==> config.mk <==
export PLATFORM = sky130hd
export DESIGN_NAME = gecr_regs
export DESIGN_NICKNAME = d
export VERILOG_FILES = /design/src/core/gecr_pkg.sv /design/src/core/gecr_regs.sv /design/src/core/gecr_sync.sv
export SDC_FILE = /design/constraint.sdc
export NUM_CORES = 1
export LEC_CHECK = 0
export BUFFER_PORTS_ARGS = -buffer_cell sky130_fd_sc_hd__buf_2
export CELL_PAD_IN_SITES_DETAIL_PLACEMENT = 1
export CELL_PAD_IN_SITES_GLOBAL_PLACEMENT = 1
export CORE_MARGIN = 3
export CORE_UTILIZATION = 41
export CTS_CLUSTER_DIAMETER = 120
export CTS_CLUSTER_SIZE = 14
export DETAILED_ROUTE_END_ITERATION = 10
export GPL_TIMING_DRIVEN = 0
export PLACE_DENSITY = 0.78
export SYNTH_ARGS = -nofsm -noshare
export SYNTH_HDL_FRONTEND = slang
export SYNTH_SLANG_ARGS = --single-unit
==> constraint.sdc <==
create_clock -name CLK -period 2.7 [get_ports CLK]
set_input_delay 0.54 -clock CLK [delete_from_list [all_inputs] [get_ports CLK]]
set_output_delay 0.54 -clock CLK [all_outputs]
set_load 0.03 [all_outputs]
==> src/core/gecr_pkg.sv <==
// constants, field positions and types of the general control and event register bank
// assumes a 32-bit apb slave; each register index maps to byte address index*4
package gecr_pkg;

  // register indices, byte address is four times the index
  localparam logic [7:0] IDX_GENERAL_CONTROL = 8'h86;
  localparam logic [7:0] IDX_EVENT_STATUS = 8'h88;
  localparam logic [7:0] IDX_EVENT_ENABLE = 8'h89;
  localparam logic [7:0] IDX_INPUT_LEVELS = 8'h8a;
  localparam logic [7:0] IDX_TERMINAL_SELECT = 8'h8c;
  localparam logic [7:0] IDX_SOCKET_POWER = 8'h90;

  // general control fields
  localparam int GC_SUPPLY_SWITCH_BIT = 10;
  localparam int GC_1394_OFF_BIT = 3;
  localparam int GC_ARB_LSB = 0;
  localparam logic GC_SUPPLY_SWITCH_RESET = 1'h0;
  localparam logic GC_1394_OFF_RESET = 1'h0;
  localparam logic [1:0] GC_ARB_RESET = 2'h0;

  // event status / enable fields
  localparam int EV_POWER_BIT = 7;
  localparam int EV_VPP12_BIT = 6;
  localparam logic [7:0] EV_VALID_MASK = 8'hdf;
  localparam logic [7:0] EV_STATUS_RESET = 8'h00;
  localparam logic [7:0] EV_ENABLE_RESET = 8'h00;

  // general-purpose inputs
  localparam int NUM_INPUTS = 5;
  localparam logic [4:0] INPUT_LEVEL_RESET = 5'h00;

  // terminal select fields: terminals 0,1,2,4,5 map to input slots 0..4
  localparam int TSEL_LSB0 = 0;
  localparam int TSEL_LSB1 = 4;
  localparam int TSEL_LSB2 = 8;
  localparam int TSEL_LSB3 = 16;
  localparam int TSEL_LSB4 = 20;
  localparam logic [3:0] TSEL_RESET = 4'h0;
  localparam logic [3:0] SEL_GP_INPUT = 4'h0;
  localparam logic [3:0] SEL_EVENT_OUT = 4'he;

  // socket power request fields
  localparam int VCC_A_LSB = 0;
  localparam int VPP_A_LSB = 2;
  localparam int VCC_B_LSB = 4;
  localparam int VPP_B_LSB = 6;
  localparam logic [1:0] VPP_12V = 2'h2;
  localparam logic [7:0] SOCKET_POWER_RESET = 8'h00;

  // bus answer phase
  typedef enum logic {
    BUS_IDLE = 1'b0,
    BUS_ANSWER = 1'b1
  } gecr_bus_type;

  // decoded arbitration policy
  typedef enum logic [1:0] {
    ARB_FIX_1394 = 2'b00,
    ARB_FIX_CARDBUS = 2'b01,
    ARB_FAIR = 2'b10
  } gecr_arb_type;

endpackage

==> src/core/gecr_regs.sv <==
// general control and general-purpose event register bank behind an apb slave
// assumes pins on MULTI_TERMINAL_IN are asynchronous; all else is on CLK
//
// What this block does
// - bit 10 selects external supply switch type
// - bit 3 set turns 1394 function off
// - bits 1-0 pick arbitration priority or round robin
// - reserved control bits always read zero
// - power state write change sets power flag
// - 12 V programming change sets its flag
// - input level change sets flag if input
// - status flags read, hardware set, software clear
// - status and enable bit 5 read zero
// - enabled pending flag asserts event output
// - input register mirrors inputs; upper bits zero
// - select 0000 input, 1110 drives event out
`timescale 1ns/1ps
`default_nettype none
module gecr_regs #(
  parameter int ADDR_W = 12
) (
  // clock, enable and reset
  input wire logic CLK,
  input wire logic CE,
  input wire logic RST_B,
  // apb slave
  input wire logic PSEL,
  input wire logic PENABLE,
  input wire logic PWRITE,
  input wire logic [ADDR_W-1:0] PADDR,
  input wire logic [31:0] PWDATA,
  output logic [31:0] PRDATA,
  output logic PREADY,
  output logic PSLVERR,
  // multifunction terminals, slots 4..0 are terminals 5,4,2,1,0
  input wire logic [4:0] MULTI_TERMINAL_IN,
  output logic [4:0] MULTI_TERMINAL_OUT,
  output logic [4:0] MULTI_TERMINAL_OE,
  // event output
  output logic EVENT_SIGNAL_OUT_N,
  // controls to the rest of the device
  output logic SUPPLY_SWITCH_SELECT,
  output logic HOST1394_FUNCTION_OFF,
  output logic ARB_PRIO_1394,
  output logic ARB_PRIO_CARDBUS,
  output logic ARB_ROUND_ROBIN,
  output logic [7:0] SOCKET_POWER
);

  // true when the bus address selects the register at this index
  function automatic logic hit(input logic [ADDR_W-1:0] a, input logic [7:0] idx);
    hit = (a == {{(ADDR_W-10){1'b0}}, idx, 2'b00});
  endfunction

  // true when a programming supply field asks for 12 V
  function automatic logic is_12v(input logic [1:0] vpp);
    is_12v = (vpp == gecr_pkg::VPP_12V);
  endfunction

  // bit position of the select field for an input slot
  function automatic int sel_lsb(input int slot);
    case (slot)
      0: sel_lsb = gecr_pkg::TSEL_LSB0;
      1: sel_lsb = gecr_pkg::TSEL_LSB1;
      2: sel_lsb = gecr_pkg::TSEL_LSB2;
      3: sel_lsb = gecr_pkg::TSEL_LSB3;
      default: sel_lsb = gecr_pkg::TSEL_LSB4;
    endcase
  endfunction

  // decodes the two arbitration bits into a policy
  function automatic gecr_pkg::gecr_arb_type arb_decode(input logic [1:0] code);
    case (code)
      2'b00: arb_decode = gecr_pkg::ARB_FIX_1394;
      2'b01: arb_decode = gecr_pkg::ARB_FIX_CARDBUS;
      default: arb_decode = gecr_pkg::ARB_FAIR;
    endcase
  endfunction

  // bus phase tracking
  gecr_pkg::gecr_bus_type bus_state_r;
  gecr_pkg::gecr_bus_type bus_state_nxt;
  // setup cycle seen this edge
  logic setup_seen;
  // write committed this edge
  logic wr_go;
  // address matches any register
  logic addr_mapped;
  // read data for the current address
  logic [31:0] rd_data;

  // control register fields
  logic supply_sel_r;
  logic fn_off_r;
  logic [1:0] arb_r;
  // event status and enable, bit 5 held zero
  logic [7:0] status_r;
  logic [7:0] status_nxt;
  logic [7:0] enable_r;
  // set and clear terms for status
  logic [7:0] ev_set;
  logic [7:0] ev_clr;
  // terminal select fields
  logic [3:0] sel_r [gecr_pkg::NUM_INPUTS];
  // socket power request
  logic [7:0] power_r;
  // synchronised and previous input levels
  logic [4:0] lvl_sync;
  logic [4:0] lvl_prev_r;
  // event pending and enabled
  logic event_pending;
  // synchroniser fill marker; a pin held high through reset
  // must not look like a level change once reset lifts
  logic [2:0] warm_r;

  // pin levels cross into the clock domain here
  gecr_sync #(
    .WIDTH(gecr_pkg::NUM_INPUTS)
  ) u_sync (
    .clk(CLK),
    .ce(CE),
    .rst_b(RST_B),
    .d(MULTI_TERMINAL_IN),
    .q(lvl_sync)
  );

  // bus qualifiers
  assign setup_seen = PSEL && !PENABLE;
  assign wr_go = PSEL && PENABLE && PWRITE && (bus_state_r == gecr_pkg::BUS_ANSWER);

  // address decode; reserved map holes answer with an error
  always_comb begin
    addr_mapped = hit(PADDR, gecr_pkg::IDX_GENERAL_CONTROL) ||
                  hit(PADDR, gecr_pkg::IDX_EVENT_STATUS) ||
                  hit(PADDR, gecr_pkg::IDX_EVENT_ENABLE) ||
                  hit(PADDR, gecr_pkg::IDX_INPUT_LEVELS) ||
                  hit(PADDR, gecr_pkg::IDX_TERMINAL_SELECT) ||
                  hit(PADDR, gecr_pkg::IDX_SOCKET_POWER);
  end

  // read data mux
  always_comb begin
    rd_data = 32'h0000_0000;
    if (hit(PADDR, gecr_pkg::IDX_GENERAL_CONTROL)) begin
      rd_data[gecr_pkg::GC_SUPPLY_SWITCH_BIT] = supply_sel_r;
      rd_data[gecr_pkg::GC_1394_OFF_BIT] = fn_off_r;
      rd_data[gecr_pkg::GC_ARB_LSB +: 2] = arb_r;
    end else if (hit(PADDR, gecr_pkg::IDX_EVENT_STATUS)) begin
      rd_data[7:0] = status_r & gecr_pkg::EV_VALID_MASK;
    end else if (hit(PADDR, gecr_pkg::IDX_EVENT_ENABLE)) begin
      rd_data[7:0] = enable_r & gecr_pkg::EV_VALID_MASK;
    end else if (hit(PADDR, gecr_pkg::IDX_INPUT_LEVELS)) begin
      rd_data[4:0] = lvl_sync;
    end else if (hit(PADDR, gecr_pkg::IDX_TERMINAL_SELECT)) begin
      for (int i = 0; i < gecr_pkg::NUM_INPUTS; i++) begin
        rd_data[sel_lsb(i) +: 4] = sel_r[i];
      end
    end else if (hit(PADDR, gecr_pkg::IDX_SOCKET_POWER)) begin
      rd_data[7:0] = power_r;
    end
  end

  // answer phase: one access cycle, no wait states
  always_comb begin
    case (bus_state_r)
      gecr_pkg::BUS_IDLE: begin
        bus_state_nxt = setup_seen ? gecr_pkg::BUS_ANSWER : gecr_pkg::BUS_IDLE;
      end
      gecr_pkg::BUS_ANSWER: begin
        // a new setup may follow at once
        bus_state_nxt = gecr_pkg::BUS_IDLE;
      end
      default: begin
        bus_state_nxt = gecr_pkg::BUS_IDLE;
      end
    endcase
  end

  // bus answer registers; data captured in setup so outputs come from flops
  always_ff @(posedge CLK) begin
    if (!RST_B) begin
      bus_state_r <= gecr_pkg::BUS_IDLE;
      PREADY <= 1'b0;
      PSLVERR <= 1'b0;
      PRDATA <= 32'h0000_0000;
    end else if (CE) begin
      bus_state_r <= bus_state_nxt;
      PREADY <= (bus_state_nxt == gecr_pkg::BUS_ANSWER);
      if (setup_seen) begin
        // error on holes; read data zero there
        PSLVERR <= !addr_mapped;
        PRDATA <= PWRITE ? 32'h0000_0000 : rd_data;
      end else begin
        PSLVERR <= 1'b0;
        PRDATA <= 32'h0000_0000;
      end
    end
  end

  // general control register
  always_ff @(posedge CLK) begin
    if (!RST_B) begin
      supply_sel_r <= gecr_pkg::GC_SUPPLY_SWITCH_RESET;
      fn_off_r <= gecr_pkg::GC_1394_OFF_RESET;
      arb_r <= gecr_pkg::GC_ARB_RESET;
    end else if (CE && wr_go && hit(PADDR, gecr_pkg::IDX_GENERAL_CONTROL)) begin
      supply_sel_r <= PWDATA[gecr_pkg::GC_SUPPLY_SWITCH_BIT];
      fn_off_r <= PWDATA[gecr_pkg::GC_1394_OFF_BIT];
      arb_r <= PWDATA[gecr_pkg::GC_ARB_LSB +: 2];
    end
  end

  // control outputs, one cycle after the write commits
  always_ff @(posedge CLK) begin
    if (!RST_B) begin
      SUPPLY_SWITCH_SELECT <= gecr_pkg::GC_SUPPLY_SWITCH_RESET;
      HOST1394_FUNCTION_OFF <= gecr_pkg::GC_1394_OFF_RESET;
      ARB_PRIO_1394 <= 1'b1;
      ARB_PRIO_CARDBUS <= 1'b0;
      ARB_ROUND_ROBIN <= 1'b0;
      SOCKET_POWER <= gecr_pkg::SOCKET_POWER_RESET;
    end else if (CE) begin
      SUPPLY_SWITCH_SELECT <= supply_sel_r;
      HOST1394_FUNCTION_OFF <= fn_off_r;
      // both high codes mean fair round robin
      ARB_PRIO_1394 <= (arb_decode(arb_r) == gecr_pkg::ARB_FIX_1394);
      ARB_PRIO_CARDBUS <= (arb_decode(arb_r) == gecr_pkg::ARB_FIX_CARDBUS);
      ARB_ROUND_ROBIN <= (arb_decode(arb_r) == gecr_pkg::ARB_FAIR);
      SOCKET_POWER <= power_r;
    end
  end

  // socket power request register
  always_ff @(posedge CLK) begin
    if (!RST_B) begin
      power_r <= gecr_pkg::SOCKET_POWER_RESET;
    end else if (CE && wr_go && hit(PADDR, gecr_pkg::IDX_SOCKET_POWER)) begin
      power_r <= PWDATA[7:0];
    end
  end

  // terminal select register
  always_ff @(posedge CLK) begin
    if (!RST_B) begin
      for (int i = 0; i < gecr_pkg::NUM_INPUTS; i++) begin
        sel_r[i] <= gecr_pkg::TSEL_RESET;
      end
    end else if (CE && wr_go && hit(PADDR, gecr_pkg::IDX_TERMINAL_SELECT)) begin
      for (int i = 0; i < gecr_pkg::NUM_INPUTS; i++) begin
        sel_r[i] <= PWDATA[sel_lsb(i) +: 4];
      end
    end
  end

  // event enable register
  always_ff @(posedge CLK) begin
    if (!RST_B) begin
      enable_r <= gecr_pkg::EV_ENABLE_RESET;
    end else if (CE && wr_go && hit(PADDR, gecr_pkg::IDX_EVENT_ENABLE)) begin
      enable_r <= PWDATA[7:0] & gecr_pkg::EV_VALID_MASK;
    end
  end

  // pipe fill after reset; a pin change inside these edges is not flagged
  always_ff @(posedge CLK) begin
    if (!RST_B) begin
      warm_r <= 3'b000;
    end else if (CE) begin
      warm_r <= {warm_r[1:0], 1'b1};
    end
  end

  // previous level, tracked always so a newly selected input starts clean
  always_ff @(posedge CLK) begin
    if (!RST_B) begin
      lvl_prev_r <= gecr_pkg::INPUT_LEVEL_RESET;
    end else if (CE) begin
      lvl_prev_r <= lvl_sync;
    end
  end

  // hardware set terms
  always_comb begin
    ev_set = 8'h00;
    // level change on a terminal used as input
    for (int i = 0; i < gecr_pkg::NUM_INPUTS; i++) begin
      // only select 0000 makes it an input
      ev_set[i] = warm_r[2] && (sel_r[i] == gecr_pkg::SEL_GP_INPUT) &&
                  (lvl_sync[i] != lvl_prev_r[i]);
    end
    if (wr_go && hit(PADDR, gecr_pkg::IDX_SOCKET_POWER)) begin
      // any change of either socket's supplies
      ev_set[gecr_pkg::EV_POWER_BIT] = (PWDATA[7:0] != power_r);
      // either socket moves to or from 12 V
      ev_set[gecr_pkg::EV_VPP12_BIT] =
        (is_12v(PWDATA[gecr_pkg::VPP_A_LSB +: 2]) != is_12v(power_r[gecr_pkg::VPP_A_LSB +: 2])) ||
        (is_12v(PWDATA[gecr_pkg::VPP_B_LSB +: 2]) != is_12v(power_r[gecr_pkg::VPP_B_LSB +: 2]));
    end
  end

  // software clear terms
  always_comb begin
    ev_clr = 8'h00;
    // ones written clear, zeros leave flags alone
    if (wr_go && hit(PADDR, gecr_pkg::IDX_EVENT_STATUS)) begin
      ev_clr = PWDATA[7:0];
    end
  end

  // flags set by hardware, cleared by software only
  // set after clear so a same-cycle event survives
  assign status_nxt = ((status_r & ~ev_clr) | ev_set) & gecr_pkg::EV_VALID_MASK;

  // event status register
  always_ff @(posedge CLK) begin
    if (!RST_B) begin
      status_r <= gecr_pkg::EV_STATUS_RESET;
    end else if (CE) begin
      status_r <= status_nxt;
    end
  end

  // any enabled pending flag raises the event
  assign event_pending = |(status_r & enable_r);

  // event output and terminal drive; the pin follows one cycle after the flag
  always_ff @(posedge CLK) begin
    if (!RST_B) begin
      EVENT_SIGNAL_OUT_N <= 1'b1;
      MULTI_TERMINAL_OUT <= 5'h1f;
      MULTI_TERMINAL_OE <= 5'h00;
    end else if (CE) begin
      // low while anything enabled stays pending
      EVENT_SIGNAL_OUT_N <= !event_pending;
      for (int i = 0; i < gecr_pkg::NUM_INPUTS; i++) begin
        // select 1110 routes the event to the terminal
        MULTI_TERMINAL_OE[i] <= (sel_r[i] == gecr_pkg::SEL_EVENT_OUT);
        MULTI_TERMINAL_OUT[i] <= !event_pending;
      end
    end
  end

endmodule
`default_nettype wire

==> src/core/gecr_sync.sv <==
// two-flop synchroniser for a group of asynchronous pin levels
// assumes one clock, a clock enable that freezes it, synchronous active-low reset
`timescale 1ns/1ps
`default_nettype none
module gecr_sync #(
  parameter int WIDTH = 5
) (
  // clock and control
  input wire logic clk,
  input wire logic ce,
  input wire logic rst_b,
  // asynchronous levels in
  input wire logic [WIDTH-1:0] d,
  // synchronised levels out
  output logic [WIDTH-1:0] q
);

  // first stage, read only by the second stage
  logic [WIDTH-1:0] meta_r;

  // two stages give metastability time to settle
  always_ff @(posedge clk) begin
    if (!rst_b) begin
      meta_r <= '0;
      q <= '0;
    end else if (ce) begin
      meta_r <= d;
      q <= meta_r;
    end
  end

endmodule
`default_nettype wire

* Word level (Yosys, flattened, before mapping)
Memories as Yosys holds them, arrays and structs flattened. Cells that the tools add are included.
Word-level totals: output and inout port bits 58, flip-flop bits (word level) 98, memories kept 1, memory bits (writable) 20, logic and storage cells 191, bits of input ports 55
Memories:
- sel_r | depth 5, bits a word 4, read ports 5, clocked after memory_dff 0, wr ports 5, line gecr_regs.sv:104 | logic [3:0] sel_r [gecr_pkg::NUM_INPUTS];
Operators by class: mux-type cells 73, reductions and logical operators 38, shifts and indexed selects 15, bitwise logic cells 11, $add $sub $neg 5, eq/ne operators 26
Operator list (count):
- $mux W32 | 37
- $neg A32 Y33 | 5
- $shift A4 B33 Y32 const A | 5
- $shiftx A4 B33 Y32 | 5
- $shiftx A32 B32 Y4 | 5
- $bwmux W32 | 4
- $eq A12 B10 Y1 const B | 6
- $mux W24 | 3
- $mux W8 | 5
- $and A32 B32 Y32 | 1
- $mux W27 | 1
- $logic_and A1 B1 Y1 | 21
- $mux W21 | 1
- $eq A4 B4 Y1 const B | 5
- $logic_not A4 Y1 | 5
- $mux W4 | 5
- $and A8 B8 Y8 | 2
- $eq A2 B2 Y1 const B | 5
- $mux W1 | 9
- $mux W2 | 4
- $ne A8 B8 Y1 | 1
- $not A8 Y8 | 1
- $or A8 B8 Y8 | 1
- $reduce_or A8 Y1 | 1
- 11 further kinds | 30

* Depth between registers and ports, before layout
Gate-level depths: netlist of the first run.
word-level depth 20, mapped depth 8

* By module
From an unflattened synthesis of the first run, not the netlist that was laid out.
Second synthesis, totals: cell total of the unflattened synthesis 498, area, all modules 4802.1 um2
By module, submodules not included:
- gecr_regs | area an instance 4428.0 um2, times used 1, cells each 467
- gecr_sync | area an instance 374.1 um2, times used 1, cells each 31

* Least setup slack after synthesis of the first run
OpenSTA, ideal clock, no wires.
kind input to register, from input PADDR[11], to memory sel_r[0][0], enable pin, path buffers 1, slack 0.237 ns, cell stages on the path 5, arrival 2.086 ns, library setup time 0.377 ns, cells stage by stage or4b_1 -> buf_2 -> nor3_1 -> nand3_1 -> nand2_1
RTL lines:
- start, declared | line gecr_regs.sv:30 | input wire logic [ADDR_W-1:0] PADDR,
- end, declared | line gecr_regs.sv:104

* Worst setup path after layout of the first run
from input PENABLE, to register PRDATA[16]
Between the ends: cells in the longest elaborated chain, start to end 3
RTL lines:
- start, declared | line gecr_regs.sv:28 | input wire logic PENABLE,
- $logic_not A1 Y1 | line gecr_regs.sv:128 | assign setup_seen = PSEL && !PENABLE;
- $logic_and A1 B1 Y1 | line gecr_regs.sv:128
- $mux W32 | line gecr_regs.sv:189 | if (setup_seen) begin
- end signal, assigned | line gecr_regs.sv:192 | PRDATA <= PWRITE ? 32'h0000_0000 : rd_data;
- end, declared | line gecr_regs.sv:32 | output logic [31:0] PRDATA,
Every way passes these cells. A chain may end at the register's enable or synchronous reset.

==> results of run 1 <==
==> layout by cell type, fill, tap and decap left out, drive strengths merged, types with 9 or more instances in the layout <==
master	n
clkbuf	37
a22o	15
nor4	13
nand2	19
nor2	47
buf	118
and2	19
nand3	14
o21ai	31
dfxtp	85
nand2b	10
a21oi	34
conb	12
inv	9
xnor2	13
mux2i	28
nand4	15
edfxtp	20
==> sequential cells by signal (all words and copies together) (netlist names), 2 cells and up <==
name and count:
u_sync.q 5, lvl_prev_r 5, power_r 8, warm_r 3, u_sync.meta_r 5, enable_r 7, status_r 7, MULTI_TERMINAL_OE 5
SOCKET_POWER 8, arb_r 2, PRDATA 20, sel_r 20
==> per-layer routing <==
layer | vias to the layer above | global-route usage, % | share of wire (%)
li1 | 2119 | - | -
met1 | 2258 | 31.9 | 43
met4 | 0 | 6.81 | 2.1
met3 | 25 | 5.43 | 5.8
met5 | - | 0 | 0
met2 | 148 | 41.6 | 49
==> per-stage QoR <==
stage,cell area [um^2],hold slack (ps)
after floorplan,5010,434
after global placement,5610,444
after detailed placement,5610,450
after CTS,5900,436
after global routing,5900,449
final,5900,440
==> synth_stat cells, types with 3 or more instances <==
cell,instances,share of area (%)
dfxtp_1,85,34
nor2_1,47,3.6
a21oi_1,34,3.4
o21ai_0,29,2.9
mux2i_1,28,5.6
clkbuf_1,26,2.0
edfxtp_1,20,12
and2_1,19,2.4
nand2_1,19,1.4
buf_4,18,2.7
a22o_1,15,2.6
nand4_1,15,1.9
nand3_1,14,1.4
xnor2_1,13,2.3
buf_2,11,1.1
nor4_1,11,1.4
nand2b_1,10,1.3
inv_1,9,0.68
and3_1,8,1.0
nor3_1,8,0.81
nor2b_1,7,0.88
o21a_1,6,0.91
o31ai_1,6,0.91
or4_1,6,0.91
nand4b_1,5,0.88
a211oi_1,4,0.60
nor4b_1,4,0.71
o211ai_1,4,0.60
a221oi_1,3,0.53
a22oi_1,3,0.45
a31oi_1,3,0.38
and4_1,3,0.53
buf_1,3,0.23
o2111ai_1,3,0.53
or3b_2,3,0.53
==> where the power goes <==
group	switching [W]	internal [W]	leakage [nW]	total (W)
Combinational	0.000179	0.0000917	1.32	0.000271
Clock	0.000570	0.000718	0.139	0.00129
Sequential	0.0000193	0.00162	0.895	0.00164
==> worst paths after layout <==
path / startpoint / endpoint / depth (start not counted)
max: PENABLE / PRDATA[16]$_SDFFE_PN0P_ / 6
min reg2reg: PRDATA[7]$_SDFFE_PN0P_ / PRDATA[7]$_SDFFE_PN0P_ / 2
min: MULTI_TERMINAL_IN[3] / u_sync.meta_r[3]$_SDFFE_PN0P_ / 3
max reg2reg: bus_state_r$_SDFFE_PN0P_ / sel_r[0][0]$_SDFFCE_PN0P_ / 5
==> worst max-delay path, cell delays in order <==
cell      delay [ps]
buf_2            130
nor4bb_1         980
and2_1           360
and3_1           310
buf_2            280
a22o_1           170
==> cell families (layout without fill, tap and decap cells) <==
| logic type | count (synthesis) | after routing | share of synthesized area [%] |
|---|---|---|---|
| flops | 105 | 105 | 46.4 |
| xor+xnor | 15 | 15 | 2.65 |
| other cells | 1 | 12 | 0.0755 |
| buf+inv | 69 | 170 | 7.01 |
| compound gates | 120 | 120 | 15.7 |
| mux | 28 | 28 | 5.65 |
| simple gates | 194 | 194 | 22.6 |
==> layout make-up <==
cell class | count | area (um^2)
Sequential cell | 105 | 2300
Multi-Input combinational cell | 369 | 2360
Buffer | 59 | 310
Clock inverter | 5 | 56.3
Clock buffer | 11 | 233
Timing Repair Buffer | 85 | 425
Fill cell | 1383 | 5710
Inverter | 10 | 37.5
Tap cell | 143 | 179
==> repair_timing <==
action	in CTS	in global routing
setup endpoints to repair	0	20
gates resized for setup	0	1
hold buffers	0	0
hold endpoints to repair	0	0
==> metrics.txt, run 1 <==
Pwr Density=541 nW/um^2; layout cells sized above 1=21.7%; maxcap violations=0; via/cell ratio=between 5 and 6; Core Region=11600 um^2; share of async-settable or async-resettable flops after synthesis=0%; hpwl dp=12400 um; CP Max Fanout=10; Peak VDD IR=0.349 mV; Clock Sinks=roughly 110; Worst Skew=8.93 ps; IO Port Bufs=85; Req. time, crit path=roughly 3000 ps; run status=finished clean; Initial Util=42.7%; Final Hold Fails=0; placed cell count=771; R2R setup slack=540 ps; Die ar.=roughly 13000 um^2; count of cell types in the netlist=56; slew at the pin closest to its max-slew limit=around 1200 ps; Die Span Y=116 um; gr usage total=approximately 25%; leakage power=2.36 nW; clock-pin slew on the worst setup and hold paths=about 70 ps; DR vias=4550; syn_area_per_cell=9.33 um^2; total power=around 0.0032 W; Syn. warnings=0; Max Clock Freq=approximately 0.40 GHz; # diodes=0; Syn Std Cell Area=4960 um^2; pin count of the biggest net entering global routing=21; Slew HR=21.2%; register area share after synthesis=46.4%; iteration count of the initial detailed-routing pass=6; RSZ-0062 raised after global routing=false; synth-to-layout area growth=18.9%; fin crit share=92.6%; Detailed Route Iter0 Violations=358; Finished Layout Cells=787; CTS tree=built; Layout Nets=694; CTS buffer count=9; GRT overflow=0; Yosys reg bits=105; dominant synthesized flop cell=dfxtp_1; setup violators final=0; cells after synthesis=532; first-pass GRT wire length=25300 um; fin worst setup slack=201 ps; min cycle time layout=between 2000 and 2500 ps; DRC violations left=0; clk root buf=clkbuf_16; final antenna-violating net count=0; DR WL/cell=20.8 um; Setup CP Type=primary input to flop; Place WS=-325 ps; CP Capture Type=flop; io pins=113; end-of-flow core utilization=50.8%; placer congestion estimate=between 0.9 and 1; setup TNS=0 ps; clock tree buffer depth=2; Slew Limit Fails=0; drt total wl=around 16000 um; Min-Delay Path Class=primary input to flop; EDFF count, synth=20; Clock Latency Late Sink=350 ps; post-CTS setup buffers=0; Die W=~120 um; antenna violations before repair=0; startpoint types=primary input; CP arrival=approximately 2800 ps; row cnt=39; H-tree depth=3; vias in the first global route=about 4600
Power figures use the tool's default switching activity.
==> run 2: changes to the inputs <==
==> constraint.sdc (replaced) <==
create_clock -name CLK -period 2.7 [get_ports CLK]
set_input_delay 0.27 -clock CLK [delete_from_list [all_inputs] [get_ports CLK]]
set_output_delay 0.27 -clock CLK [all_outputs]
set_load 0.03 [all_outputs]
==> metrics.txt, run 2 (same netlist as run 1, synthesis figures left out) <==
run status=finished clean; # diodes=0; R2R setup slack=roughly 280 ps; iteration count of the initial detailed-routing pass=5; first-pass GRT wire length=25300 um; Clock Sinks=105; worst r2r dst=sel_r[0][0]$_SDFFCE_PN0P_; post-CTS setup buffers=0; synth-to-layout area growth=18.8%; Detailed Route Iter0 Violations=343; Layout Nets=694; Setup CP Type=flop to flop; min-delay src=MULTI_TERMINAL_IN[3]; drt total wl=between 15000 and 20000 um; Hold Path Stages=3; Peak VDD IR=0.349 mV; min cycle time layout=roughly 2400 ps; placed cell count=771; gr usage total=24.6%; H-tree depth=3; most frequent cells in the layout=buf_2, dfxtp_1, nor2_1; row cnt=39; antenna violations before repair=0; clk root buf=clkbuf_16; GRT overflow=0; PostCTS Resize Cnt=0; Worst Skew=between 10 and 15 ps; io pins=113; Die Span Y=between 100 and 150 um; CTS tree=built; via/cell ratio=5.77; Hold Path End=u_sync.meta_r[3]$_SDFFE_PN0P_; RR Startpoint=bus_state_r$_SDFFE_PN0P_; Finished Layout Cells=787; Top delay family on crit path=simple AND/OR/NAND/NOR gates; Clock Latency Late Sink=350 ps; slowest stage cell, crit path=nand2_1; top flop regs=PRDATA (20), sel_r (20); total power=0.00319 W; fin crit share=89.6%; Pwr Density=541 nW/um^2; clock tree buffer depth=2; Placed Instance Area=5610 um^2; RSZ-0062 raised after global routing=false; most common cell after layout, fill and taps aside=buf_2; Core Region=11600 um^2; WHS=169 ps; Max Clock Freq=0.413 GHz; DR vias=4544; CTS buffer count=9; crit path buf inv count=1; IO Port Bufs=85; maxcap violations=0; vias in the first global route=4571; Die ar.=13500 um^2; setup violators final=0; DRC violations left=0; CP Capture Type=flop; CP max stage delay=720 ps; end-of-flow core utilization=50.8%; Initial Util=42.7%; leakage power=2.36 nW; slew at the pin closest to its max-slew limit=between 1000 and 1500 ps; Min-Delay Path Class=primary input to flop; CP Max Fanout=20; CP arrival=2390 ps; FF-to-FF path depth=5; pin count of the biggest net entering global routing=21; Die W=116 um; clock-pin slew on the worst setup and hold paths=70 ps; Req. time, crit path=2670 ps; final antenna-violating net count=0; number of cells on the critical path=5; Critical Path, Cell by Cell=and3_1, nor2b_1, clkbuf_1, nand3_1, nand2_1; hpwl dp=12400 um; hold_buf cts=0; layout cells sized above 1=21.6%; Slew HR=22.0%; startpoint types=flop; DR WL/cell=20.9 um; placer congestion estimate=~0.96; Final Hold Fails=0; Slew Limit Fails=0; post-route cell area=between 5000 and 6000 um^2
[run 2: cell types whose count changed in the layout (fill, tap and decap cells not counted)]
cell and change:
nand2_1 +1, nand2_2 -1
[run 2: final cells by class]
cell class / instances / area, um^2
flip-flops and latches: 105 / 2300
clock buffers: 11 / 233
inverters: 10 / 37.5
repair buffers: 85 / 425
multi-input cells: 369 / 2360
well taps: 143 / 179
clock inverters: 5 / 56.3
plain buffers: 59 / 310
fillers: 1382 / 5710
[run 2: routing by layer]
layer  share of wire (%)  up-vias  GRT usage, %  routed length, um
met5                   0        -             0                  0
met4                 2.4        0          6.81                393
met1                  43     2246          31.9               7120
met2                  48      147          41.6               7960
li1                    -     2119             -                  -
met3                 5.7       32          5.43                943
[run 2: stage by stage]
| stage | TNS (ps) | setup slack [ps] |
|---|---|---|
| 5_1_grt | 0 | 63.4 |
| 3_5_place_dp | -1090 | -55.1 |
| 2_1_floorplan | 0 | 507 |
| 3_3_place_gp | 0 | 16.3 |
| 4_1_cts | 0 | 274 |
| 6_report | 0 | 280 |
[run 2: worst max path at each step]
stage	startpoint	endpoint	slack [ps]
after global placement	PADDR[11]	sel_r[0][11]$_SDFFCE_PN0P_	20
after detailed placement	PADDR[11]	sel_r[0][11]$_SDFFCE_PN0P_	-60
after global routing	bus_state_r$_SDFFE_PN0P_	sel_r[0][0]$_SDFFCE_PN0P_	60
final	bus_state_r$_SDFFE_PN0P_	sel_r[0][0]$_SDFFCE_PN0P_	280
after CTS	bus_state_r$_SDFFE_PN0P_	sel_r[0][0]$_SDFFCE_PN0P_	270
after floorplan	PADDR[11]	sel_r[0][0]$_SDFFCE_PN0P_	510
[run 2: where the power goes]
group	internal [W]	leakage, nW	switching (W)
Clock	0.000718	0.139	0.000568
Sequential	0.00162	0.895	0.0000194
Combinational	0.0000916	1.32	0.000180
[run 2: worst reg2reg max path, delay by kind of cell, from the launching register on]
family                 cells  cell delay (ps)
buffers and inverters      1              370
DFF                        1              400
and+or+nand+nor            4             1260
==> run 3: changes to the inputs <==
--- a/config.mk
+++ b/config.mk
@@ -14,7 +14,7 @@
 export CTS_CLUSTER_SIZE = 14
 export DETAILED_ROUTE_END_ITERATION = 10
 export GPL_TIMING_DRIVEN = 0
-export PLACE_DENSITY = 0.78
+export PLACE_DENSITY_LB_ADDON = 0.25
 export SYNTH_ARGS = -nofsm -noshare
 export SYNTH_HDL_FRONTEND = slang
 export SYNTH_SLANG_ARGS = --single-unit
==> metrics.txt, run 3 (same netlist as run 1, synthesis figures left out) <==
row cnt=39; Clock Latency Late Sink=360 ps; Pint=0.00240 W; drt total wl=between 15000 and 20000 um; Slew Limit Fails=0; CTS tree=built; Peak VDD IR=0.440 mV; hold_buf cts=0; clock-pin slew on the worst setup and hold paths=~70 ps; switching power=0.000796 W; Req. time, crit path=roughly 2700 ps; DRC violations left=0; Worst Skew=roughly 7.6 ps; placer congestion estimate=between 0.9 and 1; final antenna-violating net count=0; Setup CP Type=flop to flop; IO Port Bufs=85; Max Clock Freq=0.422 GHz; first-pass GRT wire length=24700 um; CTS buffer count=9; DR vias=between 4000 and 5000; total power=0.00319 W; min cycle time layout=approximately 2400 ps; GRT overflow=0; Detailed Route Iter0 Violations=348; post-CTS setup buffers=0; # diodes=0; Die W=116 um; Pwr Density=541 nW/um^2; CP Max Fanout=20; post-route cell area=just under 6000 um^2; slowest stage cell, crit path=nand2_1; pin count of the biggest net entering global routing=21; hpwl dp=around 12000 um; most frequent cells in the layout=buf_2, dfxtp_1, nor2_1; synth-to-layout area growth=18.9%; maxcap violations=0; gr usage total=24.4%; Final Hold Fails=0; Flop pwr share=between 50 and 60%; CP Capture Type=flop; antenna violations before repair=0; Filler cells=between 1000 and 1500; PostCTS Resize Cnt=0; Sw Ratio=24.9%; Min-Delay Path Class=primary input to flop; slew at the pin closest to its max-slew limit=1200 ps; Die ar.=13500 um^2; Initial Util=42.7%; iteration count of the initial detailed-routing pass=5; most common cell after layout, fill and taps aside=buf_2; Slew HR=about a fifth; Core Region=11600 um^2; clk root buf=clkbuf_16; Placed Instance Area=between 5000 and 6000 um^2; Clk pwr share=40.3%; startpoint types=flop; Layout Nets=694; CP max stage delay=690 ps; RSZ-0062 raised after global routing=false; DR WL/cell=20.3 um; leakage power=about 2.4 nW; H-tree depth=3; vias in the first global route=4499; io pins=between 100 and 150; via/cell ratio=roughly 5.6; CP arrival=2350 ps; Critical Path, Cell by Cell=and3_1, nor2b_1, clkbuf_1, nand3_1, nand2_1; layout cells sized above 1=between 20% and 30%; setup violators final=0; Die Span Y=around 120 um; Clock Sinks=105; run status=finished clean; clock tree buffer depth=2; Comb pwr share=8.5%; top flop regs=PRDATA (20), sel_r (20); fin crit share=87.7%
-- run 3: cell types whose count changed in the layout (fill, tap and decap cells not counted) --
cell,change
inv_8,+1
clkinv_4,-1
bufinv_16,-1
inv_4,+1
clkinv_2,-1
clkinvlp_4,+1
clkbuf_1,-1
clkbuf_16,+1
-- run 3: metrics by stage --
stage,hold slack (ps),setup slack [ps],cells,utilization [%],TNS [ps]
after detailed placement,458,-11.9,771,48.3,-224
after global placement,441,-2.83,771,48.3,-47.9
final,155,332,787,50.8,0
after floorplan,417,507,543,-,0
after global routing,165,166,787,50.8,0
after CTS,145,343,787,50.8,0
-- run 3: critical path: cells and delay by family, from the launching register on --
kind | cells | cell delay (ps)
flops | 1 | 380
simple gates | 4 | 1260
buf+inv | 1 | 350
-- run 3: power groups by stage --
stage               clock, W  sequential (W)  combinational, W
finish               0.00129         0.00164          0.000271
global route         0.00138         0.00164          0.000293
CTS                  0.00131         0.00163          0.000269
detailed placement         0         0.00167          0.000269
global placement           0         0.00167          0.000264
floorplan                  0         0.00167          0.000167
-- run 3: layout make-up --
type / instances / area, um^2 / share of cell area [%]
well taps: 143 / 179 / 3.03
inverters: 10 / 37.5 / 0.636
clock inverters: 5 / 37.5 / 0.636
clock buffers: 11 / 254 / 4.30
plain buffers: 59 / 310 / 5.26
repair buffers: 85 / 425 / 7.21
multi-input cells: 369 / 2360 / 39.9
flip-flops and latches: 105 / 2300 / 39.0
-- run 3: per-layer routing --
layer	vias to the layer above	track usage, %	wire length [um]
met2	121	40.1	7770
li1	2121	-	-
met1	2144	31.6	6950
met3	24	5.85	885
met4	0	8.28	365
met5	-	0	0
-- run 3: worst paths after layout --
kind,slack (ps),start,cells past startpoint,endpoint
setup / recovery,330,bus_state_r$_SDFFE_PN0P_,5,sel_r[0][18]$_SDFFCE_PN0P_
hold / removal,150,MULTI_TERMINAL_IN[0],3,u_sync.meta_r[0]$_SDFFE_PN0P_
setup reg to reg,330,bus_state_r$_SDFFE_PN0P_,5,sel_r[0][18]$_SDFFCE_PN0P_
hold reg to reg,460,PRDATA[7]$_SDFFE_PN0P_,2,PRDATA[7]$_SDFFE_PN0P_
